## src/verilog/dlcirq_pkg.sv

```systemverilog
// Purpose: constants and types of the loop channel zero irq mask bank
// Assumes: ahb-lite word access, one 8-bit register per word
// Notes: register byte address is four times its index
// Behaviour
// - lock bit 3 enables irq on frequency lock lost
// - lock bit 2 enables irq on frequency lock gained
// - lock bit 1 enables irq on phase lock lost
// - lock bit 0 enables irq on phase lock gained
// - state bit 7 enables irq on reference switch
// - state bit 6 enables irq on freerun entry
// - state bit 5 enables irq on holdover entry
// - state bit 4 enables irq on hitless entry
// - state bit 3 enables irq on hitless exit
// - state bit 2 enables irq on holdover history update
// - state bit 0 enables irq on phase step; bit 1 reserved read-only
// - fast acquisition bit 4 enables irq on feedback divider resync
// - fast acquisition bit 3 enables irq on acquisition complete
// - fast acquisition bit 2 enables irq on acquisition start; bits 7:5 reserved
// - profile bit n enables irq when profile n activates; bits 7:6 reserved
// - analog bit 4 enables irq on distribution synced; bits 7:5 reserved
// - analog bit 3 enables irq on analog loop lock lost
// - analog bit 2 enables irq on analog loop lock gained
// - analog bit 1 enables irq on calibration complete
// - analog bit 0 enables irq on calibration start
// - lock bits 7..4 enable clamp off, clamp on, slew off, slew on
package dlcirq_pkg;
  localparam logic [11:0] LOCK_IDX = 12'h111;
  localparam logic [11:0] STATE_IDX = 12'h112;
  localparam logic [11:0] FAST_IDX = 12'h113;
  localparam logic [11:0] PROF_IDX = 12'h114;
  localparam logic [11:0] ANALOG_LOOP_IRQ_ENABLE_IDX = 12'h115;
  localparam logic [11:0] STATUS_IDX = 12'h1f0;
  localparam logic [7:0] LOCK_WMASK = 8'hff;
  localparam logic [7:0] STATE_WMASK = 8'hfd;
  localparam logic [7:0] FAST_WMASK = 8'h1c;
  localparam logic [7:0] PROF_WMASK = 8'h3f;
  localparam logic [7:0] ANALOG_LOOP_IRQ_ENABLE_WMASK = 8'h1f;
  localparam logic [7:0] MASK_RST = 8'h00;
  localparam int LVL_W = 6;

  // level status inputs, one bit each
  typedef struct packed {
    logic analog_lock;
    logic hitless;
    logic slew_limit;
    logic freq_clamp;
    logic freq_lock;
    logic phase_lock;
  } dlcirq_lvl_t;

  // one-cycle event pulses from the channel
  typedef struct packed {
    logic ref_switch;
    logic freerun;
    logic holdover;
    logic history;
    logic phase_step;
    logic ndiv_resync;
    logic fa_done;
    logic fa_start;
    logic [5:0] profile;
    logic dist_sync;
    logic cal_done;
    logic cal_start;
  } dlcirq_evt_t;

  // masked events, aligned with the mask register bits
  typedef struct packed {
    logic [7:0] lock;
    logic [7:0] state;
    logic [7:0] fast;
    logic [7:0] prof;
    logic [7:0] analog_loop_irq_enable;
  } dlcirq_irq_t;

  // register write from the bus slave
  typedef struct packed {
    logic en;
    logic [11:0] idx;
    logic [7:0] data;
  } dlcirq_wr_t;

  function automatic logic [11:0] dlcirq_idx(input logic [31:0] a);
    return a[13:2];
  endfunction

  function automatic logic [7:0] dlcirq_upd(input logic [7:0] old, input logic [7:0] wd,
                                            input logic [7:0] wm);
    return (old & ~wm) | (wd & wm);
  endfunction
endpackage

```

## src/verilog/dlcirq_ahb_slave.sv

```systemverilog
// Purpose: ahb-lite slave front end for the mask bank
// Assumes: single word transfers, one slave on the bus
// Notes: writes zero wait, reads one wait state, always okay
`timescale 1ns/1ns
`default_nettype none
module dlcirq_ahb_slave
  import dlcirq_pkg::*;
(
  input wire logic hclk,
  input wire logic hresetn,
  input wire logic hsel,
  input wire logic [31:0] haddr,
  input wire logic [1:0] htrans,
  input wire logic hwrite,
  input wire logic [2:0] hsize,
  input wire logic hready,
  input wire logic [31:0] hwdata,
  input wire logic [7:0] rdata,
  output logic hreadyout,
  output logic [31:0] hrdata,
  output logic hresp,
  output dlcirq_pkg::dlcirq_wr_t wr,
  output logic [11:0] idx_q
);
  import dlcirq_pkg::*;
  logic acc;
  logic wr_pend_q;
  logic rd_pend_q;
  logic rd_done_q;

  // hsize is not checked: only whole words are issued
  assign acc = hsel & htrans[1] & hready;

  always_ff @(posedge hclk or negedge hresetn)
  begin
    if (!hresetn)
    begin
      wr_pend_q <= 1'b0;
      rd_pend_q <= 1'b0;
      idx_q <= 12'h000;
    end
    else if (hready)
    begin
      wr_pend_q <= acc & hwrite;
      rd_pend_q <= acc & ~hwrite;
      if (acc)
      begin
        idx_q <= dlcirq_idx(haddr);
      end
    end
  end

  // the wait cycle lets a read see a write just before it
  always_ff @(posedge hclk or negedge hresetn)
  begin
    if (!hresetn)
    begin
      rd_done_q <= 1'b0;
      hrdata <= 32'h0000_0000;
    end
    else
    begin
      rd_done_q <= rd_pend_q & ~rd_done_q;
      if (rd_pend_q & ~rd_done_q)
      begin
        hrdata <= {24'h00_0000, rdata};
      end
    end
  end

  assign hreadyout = ~(rd_pend_q & ~rd_done_q);
  assign hresp = 1'b0;
  assign wr.en = wr_pend_q;
  assign wr.idx = idx_q;
  assign wr.data = hwdata[7:0];
endmodule // dlcirq_ahb_slave
`default_nettype wire

```

## src/verilog/dlcirq_edge_detect.sv

```systemverilog
// Purpose: rise and fall pulses of the level status inputs
// Assumes: levels synchronous to hclk
// Notes: history starts low, so a level high at reset exit gives a rise
`timescale 1ns/1ns
`default_nettype none
module dlcirq_edge_detect
  import dlcirq_pkg::*;
(
  input wire logic hclk,
  input wire logic hresetn,
  input wire dlcirq_pkg::dlcirq_lvl_t lvl,
  output dlcirq_pkg::dlcirq_lvl_t lvl_q,
  output dlcirq_pkg::dlcirq_lvl_t rise,
  output dlcirq_pkg::dlcirq_lvl_t fall
);
  import dlcirq_pkg::*;

  always_ff @(posedge hclk or negedge hresetn)
  begin
    if (!hresetn)
    begin
      lvl_q <= '0;
    end
    else
    begin
      lvl_q <= lvl;
    end
  end

  // steady levels give no pulse
  assign rise = lvl & ~lvl_q;
  assign fall = ~lvl & lvl_q;
endmodule // dlcirq_edge_detect
`default_nettype wire

```

## src/verilog/dlcirq_top.sv

```systemverilog
// Purpose: irq enable bank of loop channel zero, ahb-lite registers
// Assumes: status levels and event pulses synchronous to hclk
// Notes: irq_q is the registered or of the enabled events, one cycle late
//
// Implementation choice: the AHB-Lite slave port.
`timescale 1ns/1ns
`default_nettype none
module dlcirq_top
  import dlcirq_pkg::*;
(
  input wire logic hclk,
  input wire logic hresetn,
  input wire logic hsel,
  input wire logic [31:0] haddr,
  input wire logic [1:0] htrans,
  input wire logic hwrite,
  input wire logic [2:0] hsize,
  input wire logic hready,
  input wire logic [31:0] hwdata,
  output logic hreadyout,
  output logic [31:0] hrdata,
  output logic hresp,
  input wire dlcirq_pkg::dlcirq_lvl_t status_levels,
  input wire dlcirq_pkg::dlcirq_evt_t status_pulses,
  output dlcirq_pkg::dlcirq_irq_t irq_events_q,
  output logic irq_q
);
  import dlcirq_pkg::*;

  dlcirq_wr_t wr;
  logic [11:0] rd_idx;
  logic [7:0] rdata;
  logic [7:0] lock_q;
  logic [7:0] state_q;
  logic [7:0] fast_q;
  logic [7:0] prof_q;
  logic [7:0] analog_loop_irq_enable_q;
  dlcirq_lvl_t lvl_q;
  dlcirq_lvl_t rise;
  dlcirq_lvl_t fall;
  logic [7:0] lock_raw;
  logic [7:0] state_raw;
  logic [7:0] fast_raw;
  logic [7:0] prof_raw;
  logic [7:0] analog_loop_irq_enable_raw;
  dlcirq_irq_t masked;

  dlcirq_ahb_slave i_dlcirq_ahb_slave
  (
    .hclk(hclk),
    .hresetn(hresetn),
    .hsel(hsel),
    .haddr(haddr),
    .htrans(htrans),
    .hwrite(hwrite),
    .hsize(hsize),
    .hready(hready),
    .hwdata(hwdata),
    .rdata(rdata),
    .hreadyout(hreadyout),
    .hrdata(hrdata),
    .hresp(hresp),
    .wr(wr),
    .idx_q(rd_idx)
  );

  dlcirq_edge_detect i_dlcirq_edge_detect
  (
    .hclk(hclk),
    .hresetn(hresetn),
    .lvl(status_levels),
    .lvl_q(lvl_q),
    .rise(rise),
    .fall(fall)
  );

  // mask registers; reserved bits are never stored
  always_ff @(posedge hclk or negedge hresetn)
  begin
    if (!hresetn)
    begin
      lock_q <= MASK_RST;
    end
    else if (wr.en && wr.idx == LOCK_IDX)
    begin
      lock_q <= dlcirq_upd(lock_q, wr.data, LOCK_WMASK);
    end
  end

  always_ff @(posedge hclk or negedge hresetn)
  begin
    if (!hresetn)
    begin
      state_q <= MASK_RST;
    end
    else if (wr.en && wr.idx == STATE_IDX)
    begin
      state_q <= dlcirq_upd(state_q, wr.data, STATE_WMASK);
    end
  end

  always_ff @(posedge hclk or negedge hresetn)
  begin
    if (!hresetn)
    begin
      fast_q <= MASK_RST;
    end
    else if (wr.en && wr.idx == FAST_IDX)
    begin
      fast_q <= dlcirq_upd(fast_q, wr.data, FAST_WMASK);
    end
  end

  always_ff @(posedge hclk or negedge hresetn)
  begin
    if (!hresetn)
    begin
      prof_q <= MASK_RST;
    end
    else if (wr.en && wr.idx == PROF_IDX)
    begin
      prof_q <= dlcirq_upd(prof_q, wr.data, PROF_WMASK);
    end
  end

  always_ff @(posedge hclk or negedge hresetn)
  begin
    if (!hresetn)
    begin
      analog_loop_irq_enable_q <= MASK_RST;
    end
    else if (wr.en && wr.idx == ANALOG_LOOP_IRQ_ENABLE_IDX)
    begin
      analog_loop_irq_enable_q <= dlcirq_upd(analog_loop_irq_enable_q, wr.data, ANALOG_LOOP_IRQ_ENABLE_WMASK);
    end
  end

  // read mux; unmapped words read zero
  always_comb
  begin
    case (rd_idx)
      LOCK_IDX:
      begin
        rdata = lock_q;
      end
      STATE_IDX:
      begin
        rdata = state_q;
      end
      FAST_IDX:
      begin
        rdata = fast_q;
      end
      PROF_IDX:
      begin
        rdata = prof_q;
      end
      ANALOG_LOOP_IRQ_ENABLE_IDX:
      begin
        rdata = analog_loop_irq_enable_q;
      end
      STATUS_IDX:
      begin
        rdata = {irq_q, 1'b0, lvl_q};
      end
      default:
      begin
        rdata = 8'h00;
      end
    endcase
  end

  // lock group: edges of lock, clamp and slew levels
  always_comb
  begin
    lock_raw = 8'h00;
    lock_raw[7] = fall.freq_clamp;
    lock_raw[6] = rise.freq_clamp;
    lock_raw[5] = fall.slew_limit;
    lock_raw[4] = rise.slew_limit;
    lock_raw[3] = fall.freq_lock;
    lock_raw[2] = rise.freq_lock;
    lock_raw[1] = fall.phase_lock;
    lock_raw[0] = rise.phase_lock;
  end

  // state group; bit 1 has no source
  always_comb
  begin
    state_raw = 8'h00;
    state_raw[7] = status_pulses.ref_switch;
    state_raw[6] = status_pulses.freerun;
    state_raw[5] = status_pulses.holdover;
    state_raw[4] = rise.hitless;
    state_raw[3] = fall.hitless;
    state_raw[2] = status_pulses.history;
    state_raw[0] = status_pulses.phase_step;
  end

  // fast acquisition group
  always_comb
  begin
    fast_raw = 8'h00;
    fast_raw[4] = status_pulses.ndiv_resync;
    fast_raw[3] = status_pulses.fa_done;
    fast_raw[2] = status_pulses.fa_start;
  end

  // active profile group, one bit per profile
  always_comb
  begin
    prof_raw = 8'h00;
    prof_raw[5:0] = status_pulses.profile;
  end

  // analog loop group
  always_comb
  begin
    analog_loop_irq_enable_raw = 8'h00;
    analog_loop_irq_enable_raw[4] = status_pulses.dist_sync;
    analog_loop_irq_enable_raw[3] = fall.analog_lock;
    analog_loop_irq_enable_raw[2] = rise.analog_lock;
    analog_loop_irq_enable_raw[1] = status_pulses.cal_done;
    analog_loop_irq_enable_raw[0] = status_pulses.cal_start;
  end

  // gating; an event can fire the cycle after its enable is written
  always_comb
  begin
    masked.lock = lock_raw & lock_q;
    masked.state = state_raw & state_q;
    masked.fast = fast_raw & fast_q;
    masked.prof = prof_raw & prof_q;
    masked.analog_loop_irq_enable = analog_loop_irq_enable_raw & analog_loop_irq_enable_q;
  end

  // registered event vector keeps the output free of bus glitches
  always_ff @(posedge hclk or negedge hresetn)
  begin
    if (!hresetn)
    begin
      irq_events_q <= '0;
    end
    else
    begin
      irq_events_q <= masked;
    end
  end

  always_ff @(posedge hclk or negedge hresetn)
  begin
    if (!hresetn)
    begin
      irq_q <= 1'b0;
    end
    else
    begin
      irq_q <= |masked;
    end
  end
endmodule // dlcirq_top
`default_nettype wire
```

## config.mk

```make
export PLATFORM = sky130hd
export DESIGN_NAME = dlcirq_top
export DESIGN_NICKNAME = d
export VERILOG_FILES = /design/src/verilog/dlcirq_pkg.sv /design/src/verilog/dlcirq_ahb_slave.sv /design/src/verilog/dlcirq_edge_detect.sv /design/src/verilog/dlcirq_top.sv
export SDC_FILE = /design/constraint.sdc
export NUM_CORES = 1
export LEC_CHECK = 0
export BUFFER_PORTS_ARGS = -buffer_cell sky130_fd_sc_hd__buf_4
export CAP_MARGIN = 25
export CORE_UTILIZATION = 45
export CTS_BUF_LIST = sky130_fd_sc_hd__clkbuf_16
export DETAILED_ROUTE_END_ITERATION = 10
export GPL_ROUTABILITY_DRIVEN = 0
export GPL_TIMING_DRIVEN = 0
export PLACE_DENSITY = 0.83
export SYNTH_ARGS = -nofsm -noshare
export SYNTH_HDL_FRONTEND = slang
export SYNTH_SLANG_ARGS = --single-unit
```

## constraint.sdc

```tcl
create_clock -name hclk -period 3.8 [get_ports hclk]
set_input_delay 0.76 -clock hclk [delete_from_list [all_inputs] [get_ports hclk]]
set_output_delay 0.76 -clock hclk [all_outputs]
set_load 0.03 [all_outputs]
```

### Word level (Yosys, flattened, before mapping)

Cells that the tools add are included.
Widths: inputs -> output; s select.

* register bits: 110
* input port bits: 97
* output and inout port bits: 75
* logic and storage cells: 57

* equal/unequal tests: 6
* mux-type cells: 1
* bitwise gates (word level): 21
* reductions and logical operators: 7

Operators by type and width (count)
* $eq 12x9->1 const B: 6
* $pmux 8 s6: 1
* $reduce_or 40->1: 1
* $and 5x8->8: 2
* $and 8x8->8: 2
* $or 8x5->8: 2
* $and 6x6->6: 2
* $not 6->6: 2
* $and 6x8->8: 1
* $or 2x8->8: 1
* $or 8x6->8: 1
* $and 1x1->1: 5
* $logic_and 1x1->1: 5
* $not 1->1: 3
* $reduce_and 2->1: 1

### Logic depth before layout (Yosys ltp)

* depth in word-level cells: 4
* mapped depth: 6
* mapped depth without buffers: 4

### Modules after synthesis

From an unflattened synthesis, not the netlist that was laid out.

* cell total of the unflattened synthesis: 325
* area total of the unflattened synthesis: 4122.7 µm²

Modules (own cells, without submodules)
* dlcirq_top: times used 1, cells each 206, area each 2611.3 µm², sequential area each 1476.4 µm²
* dlcirq_ahb_slave: times used 1, cells each 101, area each 1256.2 µm², sequential area each 575.6 µm²
* dlcirq_edge_detect: times used 1, cells each 18, area each 255.2 µm², sequential area each 150.1 µm²

### Worst setup path after synthesis

OpenSTA, ideal clock, no wires.

* path kind: input port to flip-flop
* start: in status_pulses[9] in the netlist's numbering
* end: reg irq_q
* setup time: 140 ps
* arrival: 1738 ps
* data required time: 3660 ps
* path slack: 1923 ps
* stages: 4
* buffers on the path: 0
* cell sequence: and2_1 -> or4_1 -> nor4_1 -> nand4_1

* longest elaborated chain between the ends: 2

RTL lines
* start: declaration: RTL line dlcirq_top.sv:24 `input wire dlcirq_pkg::dlcirq_evt_t status_pulses,`
* $and 5x8->8: RTL line dlcirq_top.sv:232 `masked.fast = fast_raw & fast_q;`
* $reduce_or 40->1: RTL line dlcirq_top.sv:258 `irq_q <= |masked;`
* end signal: assignment: RTL line dlcirq_top.sv:258
* end: declaration: RTL line dlcirq_top.sv:26 `output logic irq_q`

No other way between the ends.
A chain may end at the register's enable or synchronous reset.

### Worst setup path after layout

* start: reg i_dlcirq_ahb_slave.idx_q[3]
* end: reg analog_loop_irq_enable_q[1]

* longest elaborated chain between the ends: 2

RTL lines
* start: declaration: RTL line dlcirq_ahb_slave.sv:23 `output logic [11:0] idx_q`
* start signal: assignment: RTL line dlcirq_ahb_slave.sv:48 `idx_q <= dlcirq_idx(haddr);`
* $eq 12x9->1: RTL line dlcirq_top.sv:132 `else if (wr.en && wr.idx == ANALOG_LOOP_IRQ_ENABLE_IDX)`
* $logic_and 1x1->1: RTL line dlcirq_top.sv:132
* end signal: assignment: RTL line dlcirq_top.sv:134 `analog_loop_irq_enable_q <= dlcirq_upd(analog_loop_irq_enable_q, wr.data, ANALOG_LOOP_IRQ_ENABLE_WMASK);`
* end: declaration: RTL line dlcirq_top.sv:37 `logic [7:0] analog_loop_irq_enable_q;`

No other way between the ends.

==> impl_metrics.json <==
{
  "die_w_microns": 95.10,
  "drc_violations_left": 0,
  "postLayoutCoreUtil": 0.6199,
  "syn2layout_area_growth_pct": 31.92,
  "ff2ff_path_depth": 5,
  "max_slew_margin": 0.5636,
  "syn_avg_cell_area_sq_um": 12.30,
  "timing.clock.skew_ns": 0.005546,
  "htreeDepth": 3,
  "worst_setup_hold_path_clk_slew_ns": 0.06,
  "cellPowerDensity_mw_per_mm2": 450.0,
  "clk-insertion-delay-late_ns": 0.33,
  "synth_enable_flop_cells": 0,
  "globalRouteOverflowTotal": 0,
  "postLayoutCellArea_sq_mm": 0.005145,
  "register_to_register_setup_slack_ns": 1.64,
  "timing.hold.worst.class": "input pin to asynchronous set/reset pin",
  "maxClockFrequency_ghz": 0.4635,
  "coreArea_sq_mm": 0.008299,
  "ir_drop_v": 0.0003143,
  "ys.warnings.count": 0,
  "cts_setup_buffers": 0,
  "layout_min_cycle_time_ns": 2.157,
  "synth_top_flop_cell": "dfrtp_1",
  "detail_route.vias_per_cell": 5.141,
  "worstPathArrival_ns": 2.37,
  "fin_setup_tns_ns": 0,
  "path_class": "flop to flop",
  "diodes": 0,
  "top_level_ports": 172,
  "ctsRootBufferMaster": "clkbuf_16",
  "drt-pass1-iter-count": 5,
  "gr-usage-all-layers": 0.2136,
  "vias": 2879,
  "placement.io_buffers": 87,
  "post_route_cells_drive_above_1_share": 0.4110,
  "floorplan.rows": 33,
  "path_max_fanout": 10,
  "global_route_wire_length_before_repair_microns": 14140,
  "timing.hold.ws_ns": 0.3442,
  "placed_cell_area_sq_mm": 0.004816,
  "netlist-cell-type-count": 48,
  "cts_hold_buffers_added": 0,
  "tritoncts.num_buffers": 9,
  "tritoncts": "done",
  "layout_common_cells": "buf_4, dfrtp_1, mux2_2",
  "routed_wire_length_per_instance_microns": 16.15,
  "syn-cell-area_sq_mm": 0.003900,
  "finalSetupViolations": 0,
  "setup_repair_after_global_routing_missed_its_margin": "false",
  "crit_required_ns": 4.01,
  "ys_seq_area_frac": 0.5646,
  "most_frequent_standard_cell_in_the_layout_excluding_fill_and_tap_cells": "buf_4",
  "drv.max_cap_violation_count": 0,
  "grt_start_max_net_pins": 89,
  "grt_pass1_vias": 2782,
  "power.total_mw": 2.315,
  "filler_cell_count": 683,
  "ctsResizeCount": 0,
  "hold_viol": 0,
  "crit_start_category": "flop",
  "finalWirelength_microns": 9042,
  "final_net_count": 548,
  "cts.sinks": 88,
  "chipHeight_microns": 95.10,
  "critPathCaptureType": "flop",
  "synth-seq-cells": 88,
  "postSynth.asyncResetShare": 1.000,
  "maxSlewViolCount": 0,
  "period_share": 0.5677,
  "initial_antenna_violation_count": 0,
  "leakagePower_nw": 2.580,
  "cts-root-to-sink-buffers": 2,
  "antenna_left": 0,
  "detailedRoute.firstIterationViolations": 181,
  "place_hpwl_microns": 6902,
  "syn-instance-count": 317,
  "run_status": "completed",
  "start_util": 0.4699,
  "die-area_sq_mm": 0.009043,
  "max_slew.worst_pin.slew_ns": 0.6532
}
[per-stage QoR]
step / std cells / setup slack, ns
after floorplan: 352 / 1.923
after global placement: 544 / 1.440
after detailed placement: 544 / 1.382
after CTS: 559 / 1.687
after global routing: 560 / 1.497
final: 560 / 1.643
[worst max-delay path, stage by stage, from the launching register on]
cell and delay [ns]:
dfrtp_1 0.40, buf_4 0.19, nor4_4 0.46, nand3_1 0.12
nor2_1 0.47, mux2_2 0.40
[worst paths after layout]
path,from,to
worst max-delay path,i_dlcirq_ahb_slave.idx_q[3],analog_loop_irq_enable_q[1]
worst min-delay path,hresetn,i_dlcirq_ahb_slave.hrdata[7]
worst max register to register,i_dlcirq_ahb_slave.idx_q[3],analog_loop_irq_enable_q[1]
worst min register to register,i_dlcirq_ahb_slave.hrdata[1],i_dlcirq_ahb_slave.hrdata[1]
max in group asynchronous,hresetn,irq_events_q[9]
min in group hclk,i_dlcirq_ahb_slave.hrdata[1],i_dlcirq_ahb_slave.hrdata[1]
[power by group]
part	switching (mW)	total (mW)	internal, mW	leakage [nW]
combinational	0.212	0.373	0.161	1.30
clock	0.335	0.899	0.564	0.152
sequential	0.0515	1.04	0.992	1.13
total	0.599	2.32	1.72	2.58
[Yosys cell counts (2+ instances only)]
| library cell | number | area, sq um |
|---|---|---|
| clkbuf_1 | 6 | 22.52 |
| o32a_1 | 2 | 20.02 |
| nand3_1 | 6 | 30.03 |
| nor3_1 | 4 | 20.02 |
| buf_4 | 38 | 285.3 |
| and2_1 | 19 | 118.9 |
| dfrtp_1 | 88 | 2202 |
| nand2b_1 | 2 | 12.51 |
| a211oi_1 | 3 | 22.52 |
| a22oi_1 | 5 | 37.54 |
| or4_1 | 3 | 22.52 |
| nand4b_1 | 2 | 17.52 |
| nand4_1 | 4 | 25.02 |
| and3b_1 | 4 | 35.03 |
| nand3b_1 | 11 | 82.58 |
| o21ai_0 | 4 | 20.02 |
| inv_1 | 8 | 30.03 |
| o22ai_1 | 2 | 12.51 |
| nor4_1 | 4 | 25.02 |
| nor4_4 | 2 | 42.54 |
| a221o_1 | 2 | 20.02 |
| mux2_2 | 42 | 473.0 |
| a21oi_1 | 4 | 20.02 |
| nand2_1 | 16 | 60.06 |
| nor2_1 | 12 | 45.04 |
| and4_1 | 2 | 17.52 |
[per-layer routing]
layer / wire (microns) / GRT usage / vias to the layer above
met5: 0 / 0 / -
met4: 196 / 0.08712 / 0
met3: 618 / 0.05901 / 17
met2: 4619 / 0.3470 / 139
met1: 3607 / 0.2690 / 1400
li1: - / - / 1323
[kinds of logic after synthesis]
group,after synthesis,synth area share
and+or+nand+nor,103,0.1681
DFF,88,0.5646
buffers and inverters,52,0.08662
muxes,43,0.1238
AOI/OAI and AO/OA,30,0.05583
other,1,0.0009615
[layout make-up]
| type | count | area (sq um) | area share |
|---|---|---|---|
| Sequential cell | 88 | 2202 | 0.4280 |
| Buffer | 44 | 307.8 | 0.05982 |
| Clock buffer | 9 | 225.2 | 0.04377 |
| Inverter | 8 | 30.03 | 0.005837 |
| Clock inverter | 6 | 76.32 | 0.01483 |
| Timing Repair Buffer | 88 | 680.7 | 0.1323 |
| Tap cell | 105 | 131.4 | 0.02554 |
| Multi-Input combinational cell | 212 | 1491 | 0.2899 |
[registers in the layout (all words and copies together) (netlist names), 3 cells and up]
signal	flops
analog_loop_irq_enable_q	5
fast_q	3
i_dlcirq_ahb_slave.hrdata	8
i_dlcirq_ahb_slave.idx_q	12
i_dlcirq_edge_detect.lvl_q	6
irq_events_q	29
lock_q	8
prof_q	6
state_q	7
No activity file was read; power rests on OpenSTA's default activity.
